--- src/inc/pwr_seq_pkg.sv ---
// Constants and types for the power-on and battery sequencer
package pwr_seq_pkg;
	localparam int unsigned CLK_HZ         = 25_000_000;
	localparam int unsigned CLK_PERIOD_NS  = 40;
	// Battery check window after wake-up, microseconds
	localparam int unsigned BATT_CHECK_US  = 1000;
	localparam int unsigned BATT_CHECK_CYC =
		(BATT_CHECK_US * 1000 + CLK_PERIOD_NS - 1) / CLK_PERIOD_NS;
	// Crystal-derived timebase, nominal 32 kHz (32768 Hz)
	localparam int unsigned XTAL_HZ        = 32_768;
	localparam int unsigned SYNC_STAGES    = 2;
	localparam int unsigned WAIT_W         = 16;
	// Idle pin pattern after sync: active-low pins high
	localparam logic [6:0]  SYNC_IDLE      = 7'h1A;
	localparam logic        LVL_ON         = 1'b1;
	localparam logic        LVL_OFF        = 1'b0;

	typedef enum logic [2:0] {
		ST_HIBERNATE,
		ST_WAKE,
		ST_CHECK,
		ST_RUN,
		ST_SHUTDOWN
	} seq_state_t;
endpackage

--- src/rtl/input_sync.sv ---
// Two-flip-flop synchroniser bank for asynchronous board inputs
`timescale 1ns/1ns
`default_nettype none
module input_sync #(
	parameter int unsigned WIDTH = 1,
	parameter logic [WIDTH-1:0] RST_VAL = '0
) (
	// Clock and reset
	input  wire logic             clk,
	input  wire logic             rst,
	// Async in, synchronised out
	input  wire logic [WIDTH-1:0] async_in,
	output logic      [WIDTH-1:0] sync_out
);
	logic [WIDTH-1:0] meta_q;

	always_ff @(posedge clk) begin
		if (rst) begin
			meta_q   <= RST_VAL;
			sync_out <= RST_VAL;
		end else begin
			meta_q   <= async_in;
			sync_out <= meta_q;
		end
	end
endmodule // input_sync
`default_nettype wire

--- src/rtl/power_on_battery_sequencer.sv ---
// Power-on, wake-up and battery supervision sequencer
`timescale 1ns/1ns
`default_nettype none
module power_on_battery_sequencer
	import pwr_seq_pkg::*;
#(
	parameter int unsigned CHECK_CYC = BATT_CHECK_CYC,
	parameter int unsigned TICK_DIV  = CLK_HZ / XTAL_HZ
) (
	// Clock and reset
	input  wire logic clk,
	input  wire logic rst,
	// Crystal pins
	input  wire logic xtal_in_a,
	input  wire logic xtal_in_b,
	// Board switches and battery monitor
	input  wire logic on_switch_in,
	input  wire logic reset_switch_n,
	input  wire logic battery_ok_in,
	input  wire logic battery_low_int_n,
	input  wire logic clock_calendar_clear_n,
	// Outputs to board
	output logic      supply_enable_out,
	output logic      wake_state_out,
	// Outputs to processor core
	output logic      battery_low_irq,
	output logic      battery_fail,
	output logic      core_reset,
	output logic      calendar_reset,
	output logic      tick_32k,
	output logic      running
);
	import pwr_seq_pkg::*;

	localparam int unsigned NIN = 7;
	localparam int unsigned DW  = (TICK_DIV > 1) ? $clog2(TICK_DIV) : 1;
	localparam int unsigned CW  = $clog2(CHECK_CYC + 1);

	// Synchronised inputs; active-low pins idle high
	logic [NIN-1:0] raw_in;
	logic [NIN-1:0] syn;
	assign raw_in = {xtal_in_b, xtal_in_a, clock_calendar_clear_n,
		battery_low_int_n, battery_ok_in, reset_switch_n, on_switch_in};

	input_sync #(
		.WIDTH   (NIN),
		.RST_VAL (SYNC_IDLE)
	) u_sync (
		.clk      (clk),
		.rst      (rst),
		.async_in (raw_in),
		.sync_out (syn)
	);

	// Active-high view of each pin; idle pattern gives all zero
	logic [NIN-1:0] act;

	for (genvar i = 0; i < NIN; i++) begin : g_pol
		assign act[i] = syn[i] ^ SYNC_IDLE[i];
	end

	// Decoded pin meanings
	wire on_sw      = act[0];
	wire rst_sw     = act[1];
	wire batt_ok    = act[2];
	wire batt_low   = act[3];
	wire cal_clr    = act[4];
	wire xtal_level = act[5] ^ act[6];

	// 32-kHz timebase: crystal edges, else divider fallback
	// Divider covers a crystal that has not toggled since reset; one that stops after an edge stalls the check
	logic          xtal_prev_q;
	logic [DW-1:0] div_q;
	logic          xtal_seen_q;
	wire           xtal_edge = xtal_level & ~xtal_prev_q;
	wire           div_wrap  = (div_q == DW'(TICK_DIV - 1));
	wire           tick      = xtal_seen_q ? xtal_edge : div_wrap;

	always_ff @(posedge clk) begin
		if (rst) begin
			xtal_prev_q <= LVL_OFF;
			div_q       <= '0;
			xtal_seen_q <= LVL_OFF;
		end else begin
			xtal_prev_q <= xtal_level;
			div_q       <= div_wrap ? '0 : DW'(div_q + 1'b1);
			if (xtal_edge)
				xtal_seen_q <= LVL_ON;
		end
	end

	// Sequencer
	seq_state_t    state_q, state_d;
	logic [CW-1:0] cnt_q, cnt_d;
	logic          wake_q, supply_q, fail_q, irq_q, tick_q;
	logic          on_prev_q;
	logic          run_q, core_rst_q;

	// Press edge; presses outside hibernation are ignored
	wire on_press  = on_sw & ~on_prev_q;
	// Check ends on the tick that completes the window
	wire check_end = (cnt_q == CW'(CHECK_CYC - 1));

	// Current state decode
	wire in_hib     = (state_q == ST_HIBERNATE);
	wire in_check   = (state_q == ST_CHECK);
	wire in_run     = (state_q == ST_RUN);

	// Next state decode, plus failure and low-battery events
	wire next_hib   = (state_d == ST_HIBERNATE);
	wire next_wake  = (state_d == ST_WAKE);
	wire next_check = (state_d == ST_CHECK);
	wire next_run   = (state_d == ST_RUN);
	wire next_down  = (state_d == ST_SHUTDOWN);
	wire fail_set   = in_check && next_hib;
	wire low_event  = in_run && batt_low;

	always_comb begin
		state_d = state_q;
		cnt_d   = cnt_q;
		case (state_q)
			ST_HIBERNATE: begin
				cnt_d = '0;
				if (on_press)
					state_d = ST_WAKE;
			end
			ST_WAKE: begin
				cnt_d   = '0;
				state_d = ST_CHECK;
			end
			ST_CHECK: begin
				if (tick)
					cnt_d = CW'(cnt_q + 1'b1);
				if (check_end && tick)
					state_d = batt_ok ? ST_RUN : ST_HIBERNATE;
			end
			ST_RUN: begin
				if (rst_sw)
					state_d = ST_WAKE;
				else if (batt_low)
					state_d = ST_SHUTDOWN;
			end
			ST_SHUTDOWN: begin
				if (!batt_low)
					state_d = ST_HIBERNATE;
			end
			default: state_d = ST_HIBERNATE;
		endcase
		// Calendar clear beats every other request
		if (cal_clr)
			state_d = ST_HIBERNATE;
	end

	wire wake_d   = next_wake || next_check;
	wire supply_d = !next_hib && !next_down;
	// Sticky failure flag: a failing check beats the clearing press
	wire fail_d   = fail_set ? LVL_ON :
		((on_press && in_hib) ? LVL_OFF : fail_q);
	// Core stays in reset until the check has passed
	wire core_d   = ~supply_d | wake_d;

	// State and check counter
	always_ff @(posedge clk) begin
		if (rst) begin
			state_q <= ST_HIBERNATE;
			cnt_q   <= '0;
		end else begin
			state_q <= state_d;
			cnt_q   <= cnt_d;
		end
	end

	// Registered status outputs
	always_ff @(posedge clk) begin
		if (rst) begin
			wake_q     <= LVL_OFF;
			supply_q   <= LVL_OFF;
			fail_q     <= LVL_OFF;
			irq_q      <= LVL_OFF;
			run_q      <= LVL_OFF;
			core_rst_q <= LVL_ON;
		end else begin
			wake_q     <= wake_d;
			supply_q   <= supply_d;
			fail_q     <= fail_d;
			irq_q      <= low_event;
			run_q      <= next_run;
			core_rst_q <= core_d;
		end
	end

	// Registered tick output and switch edge history
	always_ff @(posedge clk) begin
		if (rst) begin
			tick_q    <= LVL_OFF;
			on_prev_q <= LVL_OFF;
		end else begin
			tick_q    <= tick;
			on_prev_q <= on_sw;
		end
	end

	// Port drive
	assign wake_state_out    = wake_q;
	assign supply_enable_out = supply_q;
	assign battery_low_irq   = irq_q;
	assign battery_fail      = fail_q;
	assign core_reset        = core_rst_q;
	assign calendar_reset    = cal_clr;
	assign tick_32k          = tick_q;
	assign running           = run_q;
endmodule // power_on_battery_sequencer
`default_nettype wire

--- config.mk ---
export PLATFORM = sky130hd
export DESIGN_NAME = power_on_battery_sequencer
export DESIGN_NICKNAME = d
export VERILOG_FILES = /design/src/inc/pwr_seq_pkg.sv /design/src/rtl/input_sync.sv /design/src/rtl/power_on_battery_sequencer.sv
export SDC_FILE = /design/constraint.sdc
export NUM_CORES = 1
export LEC_CHECK = 0
export BUFFER_PORTS_ARGS = -buffer_cell sky130_fd_sc_hd__buf_2
export CAP_MARGIN = 20
export CORE_ASPECT_RATIO = 0.5
export CORE_UTILIZATION = 35
export CTS_CLUSTER_DIAMETER = 150
export DETAILED_ROUTE_END_ITERATION = 6
export PLACE_DENSITY = 0.51
export SYNTH_ARGS = -nofsm -noshare
export SYNTH_HDL_FRONTEND = slang
export SYNTH_HIERARCHICAL = 1
export SYNTH_SLANG_ARGS = --single-unit
--- constraint.sdc ---
create_clock -name clk -period 2.1 [get_ports clk]
set_input_delay 0.42 -clock clk [delete_from_list [all_inputs] [get_ports clk]]
set_output_delay 0.42 -clock clk [all_outputs]
set_load 0.005 [all_outputs]
* After elaboration in Yosys (flattened, before gate mapping)
Index checks and enable logic that the tools add are counted.
** Word-level totals
- Word-level logic and storage cells :: 65
- Output and inout bits :: 8
- Flip-flop bits (word level) :: 52
- Input bits :: 9
** Cells by class
- Eq/ne operators :: 11
- Add/subtract/negate cells :: 2
- Muxes and demuxes :: 13
- Reductions and logical operators :: 15
- Bitwise gates (word level) :: 9
** Operators by type and width (number)
- $pmux 15 s2 :: 1
- $mux 3 :: 6
- $add 15x1->15 const B :: 1
- $eq 15x15->1 const B :: 1
- $mux 15 :: 1
- $pmux 3 s5 :: 1
- $eq 3x2->1 const B :: 4
- $add 10x1->10 const B :: 1
- $eq 10x10->1 const B :: 1
- $eq 3x1->1 const B :: 2
- $eq 3x3->1 const B :: 2
- $logic_not 3->1 :: 2
- $logic_and 1x1->1 :: 5
- $not 1->1 :: 5
- $reduce_bool 2->1 :: 2
- $reduce_or 2->1 :: 2
- $mux 1 :: 3
- $and 1x1->1 :: 2
- $logic_not 1->1 :: 2
- $mux 2 :: 1
- $ne 2x2->1 const B :: 1
- $reduce_and 2->1 :: 1
- $logic_or 1x1->1 :: 1
- $or 1x1->1 :: 1
- $xor 1x1->1 :: 1

* Longest topological paths before layout
- Depth in word-level cells :: 12
- Depth in mapped cells :: 8
- Gate-level depth less buffers :: 7

* Hierarchy
Netlist, hierarchy kept.
** By module, submodules not included
- power_on_battery_sequencer :: times used 1, cells an instance 188, seq. area each 760.7 um^2, area an instance 1717.9 um^2
- input_sync :: times used 1, cells an instance 29, seq. area each 280.3 um^2, area an instance 384.1 um^2

* Least setup slack after synthesis
No wires, ideal clock.
- Path kind :: register -> register
- Start point :: register div_q[4]
- End point :: register cnt_q[8]
- Required time :: 2.030 ns
- Stages on the path, launching flop included :: 8
- Setup time :: 0.070 ns
- Path slack :: 0.404 ns
- Arrival :: 1.625 ns
- Period minus slack after synthesis :: 1.696 ns
- Path buffers :: 1
- Cell sequence :: dfxtp_1 and4_1 nand4b_2 a21boi_2 buf_6 o2111ai_2 or3_1 a21oi_1
** Between the ends
- Cells in the longest elaborated chain, start to end :: 4
** RTL lines
- from (decl) :: RTL line power_on_battery_sequencer.sv:73 : logic [DW-1:0] div_q;
- from (signal assigned) :: RTL line power_on_battery_sequencer.sv:86 : div_q <= div_wrap ? '0 : DW'(div_q + 1'b1);
- $eq 10x10->1 :: RTL line power_on_battery_sequencer.sv:76 : wire div_wrap = (div_q == DW'(TICK_DIV - 1));
- $mux 1 :: RTL line power_on_battery_sequencer.sv:77 : wire tick = xtal_seen_q ? xtal_edge : div_wrap;
- $ne 2x2->1 (no source line)
- $reduce_and 2->1 (no source line)
- to (signal assigned) :: RTL line power_on_battery_sequencer.sv:169 : cnt_q <= cnt_d;
- to (decl) :: RTL line power_on_battery_sequencer.sv:94 : logic [CW-1:0] cnt_q, cnt_d;
Every way passes these cells.
A chain may end at the register's enable or synchronous reset.

* Worst setup path in the final report
- Start point :: register div_q[3]
- End point :: register cnt_q[8]
Same word-level chain as after synthesis.

==> impl_metrics.env <==
export IMPL_status="completed"
export IMPL_core_um2=5634
export IMPL_dieArea_um2=6339
export IMPL_cts_buffers=5
export IMPL_yosysWarnings=6
export IMPL_firstDrtPassIters=5
export IMPL_dieWidth_um=111.6
export IMPL_drt_antenna_violating_nets=0
export IMPL_via_per_inst=4.817
export IMPL_worst_r2r_path_depth=7
export IMPL_critPathBufInv=1
export IMPL_final_fill_count=548
export IMPL_first_iter_violations=37
export IMPL_hp_class="input pin to flip-flop"
export IMPL_initial_core_util=0.3731
export IMPL_final_max_slew_viol_count=0
export IMPL_crit_path_start_kind="flip-flop"
export IMPL_place_ws_ns=0.1859
export IMPL_io_pins=17
export IMPL_r2r_start="div_q[3]"
export IMPL_rsz0062_at_grt="no"
export IMPL_grtUsageMet3=0.04212
export IMPL_drt_total_wl_um=3758
export IMPL_synth_area_leader_cell="dfxtp_1"
export IMPL_rows=19
export IMPL_cts_hold_buffers=0
export IMPL_fmax_ghz=0.5207
export IMPL_drc=0
export IMPL_antenna_cells=0
export IMPL_grt_max_degree=26
export IMPL_p_sw_uw=421.6
export IMPL_antenna_found_initial=0
export IMPL_synth_area_leaders="dfxtp_1, nor2_1, xor2_1, xnor2_1, nor2b_1"
export IMPL_met1_usage=0.1832
export IMPL_grt_total_usage=0.1347
export IMPL_insertion_delay_ns=0.29
export IMPL_syn_area_per_cell_um2=9.687
export IMPL_p_per_area_nw_per_um2=791.8
export IMPL_cp_top_family="simple AND/OR/NAND/NOR gates"
export IMPL_max_slew_margin=0.5882
export IMPL_crit_type="flip-flop to flip-flop"
export IMPL_power_internal_mw=1.494
export IMPL_ys_ff_latch=52
export IMPL_syn_cell_area_um2=2102
export IMPL_hold_depth=2
export IMPL_worst_slack_ns=0.1794
export IMPL_setup_tns_ns=0
export IMPL_rrSetupSlack_ns=0.18
export IMPL_path_clk_slew_ns=0.07
export IMPL_fin_crit_ns=1.921
export IMPL_die_y_um=56.80
export IMPL_drive_above_1_share=0.1590
export IMPL_synth_top_area_frac=0.4952
export IMPL_clockBufferDepth=2
export IMPL_fin_skew_ns=0.005056
export IMPL_required_ns=2.32
export IMPL_cts_sinks=52
export IMPL_ys_flop_type="dfxtp_1"
export IMPL_grt_util_met2=0.1955
export IMPL_nets=250
export IMPL_tightest_slew_ns=0.6154
export IMPL_syn_instance_count=217
export IMPL_place_congestion=0.7575
export IMPL_swShare=0.2200
export IMPL_min_to="u_sync/meta_q[1]"
export IMPL_synthArstFlopShare=0
export IMPL_cts_resized=0
export IMPL_vias=1503
export IMPL_cap_violations=0
export IMPL_seqPwrFrac=0.534
export IMPL_gr_total_overflow=0
export IMPL_ys_types=43
export IMPL_port_buffers=16
export IMPL_hpwl_um=2685
export IMPL_combinationalPowerShare=0.038
export IMPL_grt_busiest_layer="met2"
export IMPL_cp_end_kind="flip-flop"
export IMPL_hold_violations=0
export IMPL_cts_htree_levels=2
export IMPL_wl_per_cell_um=12.04
export IMPL_power_mw=1.916
export IMPL_p_leak_nw=0.9549
export IMPL_p_clk_frac=0.428
export IMPL_setup_viol=0
export IMPL_crit_chain="and4bb_1 > nand4b_2 > a21boi_2 > buf_4 > o2111ai_2 > or3_1 > a21oi_1"
export IMPL_synth_edf_count=0
export IMPL_cts_tree="built"
export IMPL_grt_pass1_wl_um=6644
export IMPL_r2r_end="cnt_q[8]"
export IMPL_hp_start="reset_switch_n"
export IMPL_postCtsSetupBuffers=0
export IMPL_synth_nets=229
export IMPL_syn2layout_area_growth_pct=15.12
export IMPL_critPathMaxFanout=10
export IMPL_critPathSlowestCell="dfxtp_1"
export IMPL_slowest_delay_ns=0.42
export IMPL_synth_seq_area_share=0.4952
export IMPL_ir_drop_uv=374.4
export IMPL_cts_root_buf="clkbuf_16"
export IMPL_critPathArrivalTime_ns=2.14
export IMPL_finalCritPeriodShare=0.9146
export IMPL_grt_pass1_vias=1419
## power by group through the flow
stage	sequential, mW	clock (mW)	combinational [mW]
floorplan	1.04	0	0.0508
global placement	1.05	0	0.0717
detailed placement	1.05	0	0.0734
CTS	1.02	0.853	0.0736
global route	1.02	0.902	0.0814
finish	1.02	0.821	0.0729
## placed cells by master, fill, tap and decap left out, drive strengths merged, types with 2 or more instances in the layout
cell type | netlist | final
nand3 | 6 | 6
nor4bb | 2 | 2
a21boi | 2 | 2
nor2b | 8 | 8
nor4 | 4 | 4
and4 | 3 | 3
inv | 4 | 6
dfxtp | 52 | 52
o31a | 3 | 3
or2 | 8 | 8
buf | 4 | 22
nand4 | 5 | 5
clkbuf | 4 | 5
xnor2 | 6 | 6
and3 | 6 | 6
nor3 | 3 | 3
xor2 | 12 | 12
or3 | 3 | 3
o2111ai | 3 | 3
a21oi | 6 | 6
o211ai | 5 | 5
nor2 | 29 | 29
ha | 3 | 3
nand2 | 9 | 9
o21ai | 6 | 6
and2b | 4 | 4
o21a | 3 | 3
and2 | 4 | 4
## cell usage after synthesis, types with 4 or more instances
library cell and n:
dfxtp_1 52, nor2_1 29, xor2_1 12, nand2_1 9, nor2b_1 8, a21oi_1 6
and3_1 6, nand3_1 6, o21ai_0 6, or2_1 6, xnor2_1 6, nand4_1 5
o211ai_1 5, and2_1 4, and2b_1 4, clkbuf_1 4, inv_1 4, nor4_1 4
## metal layers
metal | vias to the layer above | part of all wire
li1 | 800 | -
met2 | 18 | 0.40
met3 | 5 | 0.029
met5 | - | 0
met4 | 0 | 0.018
met1 | 680 | 0.55
## worst max-delay path by stage
stage	startpoint	end	slack, ns	cells after the start
floorplan	div_q[4]	cnt_q[8]	0.40	7
global placement	div_q[3]	cnt_q[8]	0.25	7
detailed placement	div_q[3]	cnt_q[8]	0.19	7
CTS	div_q[3]	cnt_q[8]	0.17	7
global route	div_q[3]	cnt_q[8]	0.007	7
finish	div_q[3]	cnt_q[8]	0.18	7
## through the flow
step	cell area (um^2)	util	hold WS (ns)	instances
final	2420	0.4295	0.3013	312
after CTS	2420	0.4295	0.2963	312
after floorplan	2102	-	0.3832	217
after global routing	2420	0.4295	0.2899	312
after global placement	2270	0.4028	0.3925	304
after detailed placement	2270	0.4028	0.3908	304
## flip-flops by register name, indices dropped and copies added, names as in the netlist
name	cells
on_prev_q	1
div_q	10
battery_low_irq	1
u_sync/meta_q	7
cnt_q	15
battery_fail	1
xtal_seen_q	1
tick_32k	1
state_q	3
supply_enable_out	1
xtal_prev_q	1
u_sync/sync_out	7
running	1
wake_state_out	1
core_reset	1
## kinds of logic (layout without fill, tap and decap cells)
| family | after synthesis | after routing | share of synthesized area |
|---|---|---|---|
| mux | 1 | 1 | 0.004762 |
| simple gates | 99 | 99 | 0.2655 |
| compound gates | 32 | 32 | 0.1113 |
| fa+ha+maj | 3 | 3 | 0.01786 |
| xor+xnor | 18 | 18 | 0.07500 |
| flops | 52 | 52 | 0.4952 |
| buf+inv | 12 | 34 | 0.03035 |
## layout make-up
type	count	area, um^2	share of cell area
Sequential cell	52	1041	0.4302
Timing Repair Buffer	22	125.1	0.05171
Multi-Input combinational cell	153	997.2	0.4121
Tap cell	73	91.34	0.03775
Clock inverter	3	25.02	0.01034
Inverter	4	15.01	0.006205
Clock buffer	5	125.1	0.05171
Note: power is estimated with default switching activity, not from simulation.
